[config.mk]
export PLATFORM = sky130hd
export DESIGN_NAME = bidir_pulse_counter
export DESIGN_NICKNAME = d
export VERILOG_FILES = /design/src/rtl/pulse_counter_pkg.sv /design/src/rtl/count_stage_if.sv /design/src/rtl/bidir_pulse_counter.sv /design/src/rtl/count_stage.sv
export VERILOG_INCLUDE_DIRS = /design/src /design/src/rtl
export SDC_FILE = /design/constraint.sdc
export NUM_CORES = 1
export LEC_CHECK = 0
export BUFFER_PORTS_ARGS = -buffer_cell sky130_fd_sc_hd__buf_2
export CAP_MARGIN = 0
export CORE_ASPECT_RATIO = 0.6
export CORE_UTILIZATION = 63
export CTS_CLUSTER_DIAMETER = 200
export CTS_CLUSTER_SIZE = 10
export DETAILED_ROUTE_END_ITERATION = 8
export PLACE_DENSITY_LB_ADDON = 0.1
export SLEW_MARGIN = 20
export SYNTH_ARGS = -nofsm -noshare
export SYNTH_HDL_FRONTEND = slang
export SYNTH_SLANG_ARGS = --single-unit
[constraint.sdc]
create_clock -name i_clock -period 5.7 [get_ports i_clock]
set_input_delay 0.855 -clock i_clock [delete_from_list [all_inputs] [get_ports i_clock]]
set_output_delay 0.855 -clock i_clock [all_outputs]
set_load 0.03 [all_outputs]
[src/rtl/pulse_counter_cfg.svh]
// constants for the two-stage up/down pulse counter
`ifndef PULSE_COUNTER_CFG_SVH
`define PULSE_COUNTER_CFG_SVH

// width of one counting stage and of the whole count
`define STAGE_WIDTH      8
`define COUNT_WIDTH      16
// terminal values of a stage when counting up and down
`define STAGE_TOP        8'hFF
`define STAGE_BOTTOM     8'h00
// stage value after reset or clear
`define STAGE_RESET      8'h00
// whole count after reset or clear
`define COUNT_RESET      16'h0000
// serial readout length and shift bit positions
`define SHIFT_BITS       5'h10
`define SHIFT_MSB        15
`define SHIFT_NEXT       14

`endif

[src/rtl/pulse_counter_pkg.sv]
// types shared by the pulse counter modules
`include "pulse_counter_cfg.svh"

package pulse_counter_pkg;

  // state of one 8-bit counting stage
  typedef struct packed {
    logic [`STAGE_WIDTH-1:0] value;
  } stage_state_t;

  // state of the counter top: edge memories and serial readout
  typedef struct packed {
    logic                    pulse_prev;
    logic                    sclk_prev;
    logic                    select_prev;
    logic [`COUNT_WIDTH-1:0] shift;
    logic [4:0]              bits_left;
    logic                    miso;
    logic                    miso_oe;
  } top_state_t;

endpackage

[src/rtl/count_stage_if.sv]
// signals between the counter top and one counting stage
`timescale 1ns/1ns
`default_nettype none
`include "pulse_counter_cfg.svh"

interface count_stage_if;
  logic                    step;
  logic                    up;
  logic                    hold;
  logic                    clear;
  logic [`STAGE_WIDTH-1:0] value;
  logic                    terminal;

  modport stage (input step, up, hold, clear, output value, terminal);
  modport ctrl  (output step, up, hold, clear, input value, terminal);
endinterface

`default_nettype wire

[src/rtl/bidir_pulse_counter.sv]
// 16-bit up/down pulse counter with serial readout of the count
`timescale 1ns/1ns
`default_nettype none
`include "pulse_counter_cfg.svh"

module bidir_pulse_counter
  import pulse_counter_pkg::*;
(
  input  wire logic                    i_clock,
  input  wire logic                    i_reset_n,
  input  wire logic                    i_pulse,
  input  wire logic                    i_count_up,
  input  wire logic                    i_clear,
  input  wire logic                    i_spi_select_n,
  input  wire logic                    i_spi_sclk,
  output logic                         o_spi_miso,
  output logic                         o_spi_miso_oe,
  output logic [`COUNT_WIDTH-1:0]      o_count
);

  top_state_t state;
  top_state_t next_state;

  count_stage_if upper_port ();
  count_stage_if lower_port ();

  logic count_pulse;
  logic select_fall;
  logic sclk_fall;

  // the pin is sampled on this clock, not used as one: a pulse must
  // stay low for a clock and high for a clock to be seen exactly once
  // one pulse event per rising edge of the pulse pin
  assign count_pulse = i_pulse && !state.pulse_prev;
  assign select_fall = !i_spi_select_n && state.select_prev;
  assign sclk_fall   = !i_spi_sclk && state.sclk_prev && !i_spi_select_n;

  // both stages share the pulse event
  assign lower_port.step = count_pulse;
  assign upper_port.step = count_pulse;

  assign lower_port.up = i_count_up;
  assign upper_port.up = i_count_up;

  assign lower_port.clear = i_clear;
  assign upper_port.clear = i_clear;

  assign lower_port.hold = 1'b0;

  // upper hold from inverted terminal flag
  // the upper stage sees every pulse event but only steps when the
  // lower stage sits at its terminal value for the chosen direction
  assign upper_port.hold = !lower_port.terminal;

  // lower byte of the count
  count_stage lower_count_stage (
    .i_clock   (i_clock),
    .i_reset_n (i_reset_n),
    .port      (lower_port.stage)
  );

  // upper byte of the count
  count_stage upper_count_stage (
    .i_clock   (i_clock),
    .i_reset_n (i_reset_n),
    .port      (upper_port.stage)
  );

  // count bytes joined upper then lower
  assign o_count = {upper_port.value, lower_port.value};

  // next state: edge memories and serial readout
  always_comb begin
    next_state             = state;
    next_state.pulse_prev  = i_pulse;
    next_state.sclk_prev   = i_spi_sclk;
    next_state.select_prev = i_spi_select_n;
    next_state.miso_oe     = !i_spi_select_n;
    // deselect abandons a readout in progress; the next select takes
    // a fresh snapshot, so a cut frame never leaves stale bits behind
    if (i_spi_select_n) begin
      next_state.miso      = 1'b0;
      next_state.bits_left = 5'h00;
    end else if (select_fall) begin
      next_state.shift     = {upper_port.value, lower_port.value};
      next_state.miso      = upper_port.value[`STAGE_WIDTH-1];
      next_state.bits_left = `SHIFT_BITS;
    end else if (sclk_fall && state.bits_left != 5'h00) begin
      next_state.shift     = {state.shift[`SHIFT_NEXT:0], 1'b0};
      next_state.miso      = state.shift[`SHIFT_NEXT];
      next_state.bits_left = 5'(state.bits_left - 5'h01);
    end
  end

  // state register
  always_ff @(posedge i_clock or negedge i_reset_n) begin
    if (!i_reset_n) begin
      state.pulse_prev  <= 1'b0;
      state.sclk_prev   <= 1'b0;
      state.select_prev <= 1'b1;
      state.shift       <= `COUNT_RESET;
      state.bits_left   <= 5'h00;
      state.miso        <= 1'b0;
      state.miso_oe     <= 1'b0;
    end else begin
      state <= next_state;
    end
  end

  // serial outputs straight from flops
  assign o_spi_miso    = state.miso;
  assign o_spi_miso_oe = state.miso_oe;

  // clear zeroes the count on the next edge
  clear_zero_a: assert property (
    @(posedge i_clock) disable iff (!i_reset_n)
    i_clear |=> (o_count == `COUNT_RESET))
    else $error("clear did not zero the count");

  // count up by one per pulse
  count_up_a: assert property (
    @(posedge i_clock) disable iff (!i_reset_n)
    (count_pulse && i_count_up && !i_clear)
      |=> (o_count == 16'($past(o_count) + 16'h0001)))
    else $error("up count wrong");

  // count down by one per pulse
  count_down_a: assert property (
    @(posedge i_clock) disable iff (!i_reset_n)
    (count_pulse && !i_count_up && !i_clear)
      |=> (o_count == 16'($past(o_count) - 16'h0001)))
    else $error("down count wrong");

  // lower byte moves on every pulse
  lower_step_a: assert property (
    @(posedge i_clock) disable iff (!i_reset_n)
    (count_pulse && !i_clear) |=> (lower_port.value != $past(lower_port.value)))
    else $error("lower stage missed a pulse");

  // no pulse, no change
  count_idle_a: assert property (
    @(posedge i_clock) disable iff (!i_reset_n)
    (!count_pulse && !i_clear) |=> $stable(o_count))
    else $error("count changed without a pulse");

  // upper byte only moves on carry or borrow
  upper_carry_a: assert property (
    @(posedge i_clock) disable iff (!i_reset_n)
    (count_pulse && !i_clear &&
     !((i_count_up && lower_port.value == `STAGE_TOP) ||
       (!i_count_up && lower_port.value == `STAGE_BOTTOM)))
      |=> (upper_port.value == $past(upper_port.value)))
    else $error("upper stage moved without carry");

  // upper hold tied to inverted terminal flag
  hold_link_a: assert property (
    @(posedge i_clock) disable iff (!i_reset_n)
    upper_port.hold == !((i_count_up && lower_port.value == `STAGE_TOP) ||
                         (!i_count_up && lower_port.value == `STAGE_BOTTOM)))
    else $error("upper hold not linked to terminal flag");

  // snapshot taken at select and msb first
  snapshot_a: assert property (
    @(posedge i_clock) disable iff (!i_reset_n)
    select_fall |=> (state.shift == $past(o_count)) &&
                    (o_spi_miso == $past(o_count[`SHIFT_MSB])))
    else $error("readout snapshot wrong");

  // pin driven while selected, released after
  miso_drive_a: assert property (
    @(posedge i_clock) disable iff (!i_reset_n)
    (!i_spi_select_n) |=> o_spi_miso_oe)
    else $error("readout pin not driven");

  // pin released and low once deselected
  miso_release_a: assert property (
    @(posedge i_clock) disable iff (!i_reset_n)
    i_spi_select_n |=> (!o_spi_miso_oe && !o_spi_miso))
    else $error("readout pin not released");

  // second bit follows the first sclk fall
  shift_order_a: assert property (
    @(posedge i_clock) disable iff (!i_reset_n)
    (sclk_fall && state.bits_left != 5'h00)
      |=> (o_spi_miso == $past(state.shift[`SHIFT_NEXT])))
    else $error("readout shift order wrong");

  // carry into the upper byte when counting up from the top
  upper_carry_up_a: assert property (
    @(posedge i_clock) disable iff (!i_reset_n)
    (count_pulse && !i_clear && i_count_up && lower_port.value == `STAGE_TOP)
      |=> (upper_port.value == 8'($past(upper_port.value) + 8'h01)))
    else $error("upper stage missed a carry");

  // borrow from the upper byte when counting down from the bottom
  upper_borrow_a: assert property (
    @(posedge i_clock) disable iff (!i_reset_n)
    (count_pulse && !i_clear && !i_count_up && lower_port.value == `STAGE_BOTTOM)
      |=> (upper_port.value == 8'($past(upper_port.value) - 8'h01)))
    else $error("upper stage missed a borrow");

  // line idles low once all sixteen bits are out
  miso_done_a: assert property (
    @(posedge i_clock) disable iff (!i_reset_n)
    (!i_spi_select_n && !select_fall && state.bits_left == 5'h00) |=> !o_spi_miso)
    else $error("readout line not idle after last bit");

endmodule

`default_nettype wire

[src/rtl/count_stage.sv]
// one 8-bit up/down/hold counting stage with terminal-count flag
`timescale 1ns/1ns
`default_nettype none
`include "pulse_counter_cfg.svh"

module count_stage
  import pulse_counter_pkg::*;
(
  input  wire logic     i_clock,
  input  wire logic     i_reset_n,
  count_stage_if.stage  port
);

  stage_state_t state;
  stage_state_t next_state;

  always_comb begin
    next_state = state;
    if (port.clear) begin
      next_state.value = `STAGE_RESET;
    end else if (port.step && !port.hold) begin
      if (port.up) begin
        next_state.value = `STAGE_WIDTH'(state.value + 8'h01);
      end else begin
        next_state.value = `STAGE_WIDTH'(state.value - 8'h01);
      end
    end
  end

  // state register
  always_ff @(posedge i_clock or negedge i_reset_n) begin
    if (!i_reset_n) begin
      state.value <= `STAGE_RESET;
    end else begin
      state <= next_state;
    end
  end

  assign port.value = state.value;
  assign port.terminal = port.up ? (state.value == `STAGE_TOP)
                                 : (state.value == `STAGE_BOTTOM);

  // held stage keeps its value
  stage_hold_a: assert property (
    @(posedge i_clock) disable iff (!i_reset_n)
    (port.hold && !port.clear) |=> (port.value == $past(port.value)))
    else $error("held stage changed value");

  // terminal flag follows value and direction
  stage_terminal_a: assert property (
    @(posedge i_clock) disable iff (!i_reset_n)
    port.terminal == ((port.up && port.value == `STAGE_TOP) ||
                      (!port.up && port.value == `STAGE_BOTTOM)))
    else $error("terminal flag wrong");

endmodule

`default_nettype wire

==> impl_results.md <==
- Final setup fails: 0
- Cts repair resizes: 0
- Clock Latency Late Sink: 0.30 ns
- Crit end category: register
- Num ports: 25
- Startpoint types: input port
- Post-Syn Area: 2390 um^2
- Clock Sinks: 41
- Final HPWL DP: 3700 um
- Post-synth top cells: dfrtp_1 (40), nand2_1 (28), o21ai_0 (19)
- Synthesized area per cell: 9.70 um^2
- Max Cap Viol: 0
- Final Hold Viols: 0
- Ys async rst share: 1.00
- Syn_nets: 268
- Largest net degree at the start of global routing: 42
- Initial antenna violation count: 0
- Inserted Diodes: 0
- YS warnings: 0
- CTS Buffer Depth: 2
- Initial core utilization: 0.697
- Global-route total usage across every layer: 0.304
- Crit path arrival time: 3.00 ns
- Fin nets: 292
- Clock root buffer: clkbuf_8
- Post-synthesis sequential area ratio: 0.430
- Largest cells by area after synthesis: dfrtp_1 (42%), mux2i_1 (7.5%), ha_1 (6.8%)
- Die area: 4050 um^2
- Vias: 1921
- Clock Skews: 0.00659 ns
- Top-count cell post-synth: dfrtp_1
- Routed len/inst: 16.4 um
- Peak VDD IR: 0.179 mV
- Die Y: 49.7 um
- Gate Count Post-Synth: 246
- Required @ worst endpoint: 5.88 ns
- Crit path max-delay family: multiplexers
- Crit path top cell by count: a211oi_1
- Router iterations before antenna repair: 4
- FF/Latch Area: 1030 um^2
- Rel. slew slack: 0.400
- Setup_tns: 0 ns
- Predominant post-synthesis flop cell: dfrtp_1
- Aggregate global routing overflow: 0
- Post-synth top area share: 0.419
- First-pass GRT wire length: 8990 um
- Critical path's slowest cell: inv_1
- TritonCTS clock tree: done
- H-tree depth: 2
- Crit Path Category: in2reg
- Final Util: 0.768
- Clock-pin slew on the worst setup and hold paths: 0.08 ns
- Max stage delay on crit path: 0.34 ns
- Num CTS Buffers: 5
- Min-Delay Path Class: reg2reg
- Crit path buf inv count: 2
- Period utilisation layout: 0.493
- DRT iter0 DRCs: 179
- Vias per inst: 6.08
- Status: finished clean
- Period minus WS final: 2.81 ns
- Post-Route WL: 5190 um
- Fmax: 356 MHz
- Power Density: 249 nW/um^2
- Port-buffer cells: 24
- Post-CTS Setup Bufs: 0
- DR DRC count: 0
- Rows: 16
- Cell taking the most area after synthesis: dfrtp_1
- Combined area of the multi-input logic cells: 1270 um^2
- Yosys reg bits: 41
- Fill cell count: 244
- RD Place Congestion: 0.931
- P&R area growth vs syn: 10.1%
- Worst-Margin Slew: 0.900 ns
- Vias in the first global route: 1801
- Max FO, Critical Path: 13
- Die Width: 81.5 um
- Cts hold-fix bufs: 0
- Post-synth EDFFs: 0
- Crit path cell chain: buf_2, inv_1, ha_1, a211oi_1, nor3_1, a211oi_1, mux2i_1, mux2_1
- Antenna viol nets, final: 0
- Final Slew Violations: 0
- Core Area: 3420 um^2
- Share of cells above drive strength 1: 0.159
- Leak: 1.22 nW
- Distinct cell type count after synthesis: 46
- Unrepaired setup endpoints after global routing: no
## logic make-up after synthesis
family,after synthesis,share of synthesized area
simple gates,78,0.172
compound gates,59,0.153
buf+inv,23,0.0367
fa+ha+maj,15,0.0849
flops,41,0.430
xor+xnor,8,0.0294
mux,22,0.0943
## worst paths after layout
check	start	end	slack [ns]	cells after the start
worst max-delay path	i_count_up	upper_count_stage.port.value[7]$_DFFE_PN0P_	2.89	8
worst min-delay path	state[10]$_DFFE_PN0P_	state[10]$_DFFE_PN0P_	0.49	2
worst max register to register	state[2]$_DFFE_PN0P_	state[20]$_DFFE_PN0P_	3.13	8
worst min register to register	state[10]$_DFFE_PN0P_	state[10]$_DFFE_PN0P_	0.49	2
max in group asynchronous	i_reset_n	lower_count_stage.port.value[2]$_DFFE_PN0P_	4.45	1
min in group asynchronous	i_reset_n	state[4]$_DFFE_PN0P_	0.68	1
## layer usage
| layer | routed length (um) | global-route usage | vias to the layer above |
|---|---|---|---|
| li1 | - | - | 928 |
| met1 | 2610 | 0.468 | 930 |
| met2 | 2190 | 0.429 | 53 |
| met3 | 308 | 0.0556 | 10 |
| met4 | 76 | 0.0952 | 0 |
| met5 | 0 | 0 | - |
## stage by stage
step           instances  instance area, um^2  total power, mW  worst slack, ns  hold slack, ns
2_1_floorplan        246                 2390            0.429             3.01           0.444
6_report             316                 2630            0.655             2.89           0.491
3_5_place_dp         308                 2540            0.469             2.62           0.474
3_3_place_gp         308                 2540            0.464             2.65           0.464
4_1_cts              316                 2630            0.657             2.90           0.492
5_1_grt              316                 2630            0.688             2.72           0.517
## cells in the final DEF (no fill, tap or decap), drive strengths merged, types with 7 or more instances in the layout
cell type	count
o21ai	24
buf	26
clkbuf	7
nor3	9
mux2i	18
inv	14
dfrtp	40
nor2	14
nand2	28
a21oi	12
ha	13
nand3	7
## area by class of cell
| type | instances | share of cell area |
|---|---|---|
| clock buffers | 7 | 0.0290 |
| clock inverters | 1 | 0.00333 |
| inverters | 14 | 0.0200 |
| multi-input cells | 182 | 0.484 |
| flip-flops and latches | 41 | 0.391 |
| well taps | 45 | 0.0214 |
| repair buffers | 26 | 0.0514 |
## worst register-to-register path: stages, from the launching register on
cell and delay (ns):
dfrtp_1 0.41, inv_1 0.07, ha_1 0.23, nor4b_1 0.16, nor4b_2 0.72, nor2_1 0.39, buf_4 0.30, nand2_1 0.09
o21ai_0 0.09
## power by group
part	switching, mW	internal [mW]	leakage [nW]
Clock	0.103	0.0875	0.0424
Combinational	0.0797	0.0495	0.623
Sequential	0.0219	0.314	0.552
Total	0.204	0.451	1.22
## flip-flops by register name, summed over array words and instances, names as in the netlist
signal	cells
state	23
lower_count_stage.port.value	8
upper_count_stage.port.value	8
o_spi_miso	1
o_spi_miso_oe	1
Note: power is estimated with default switching activity, not from simulation.
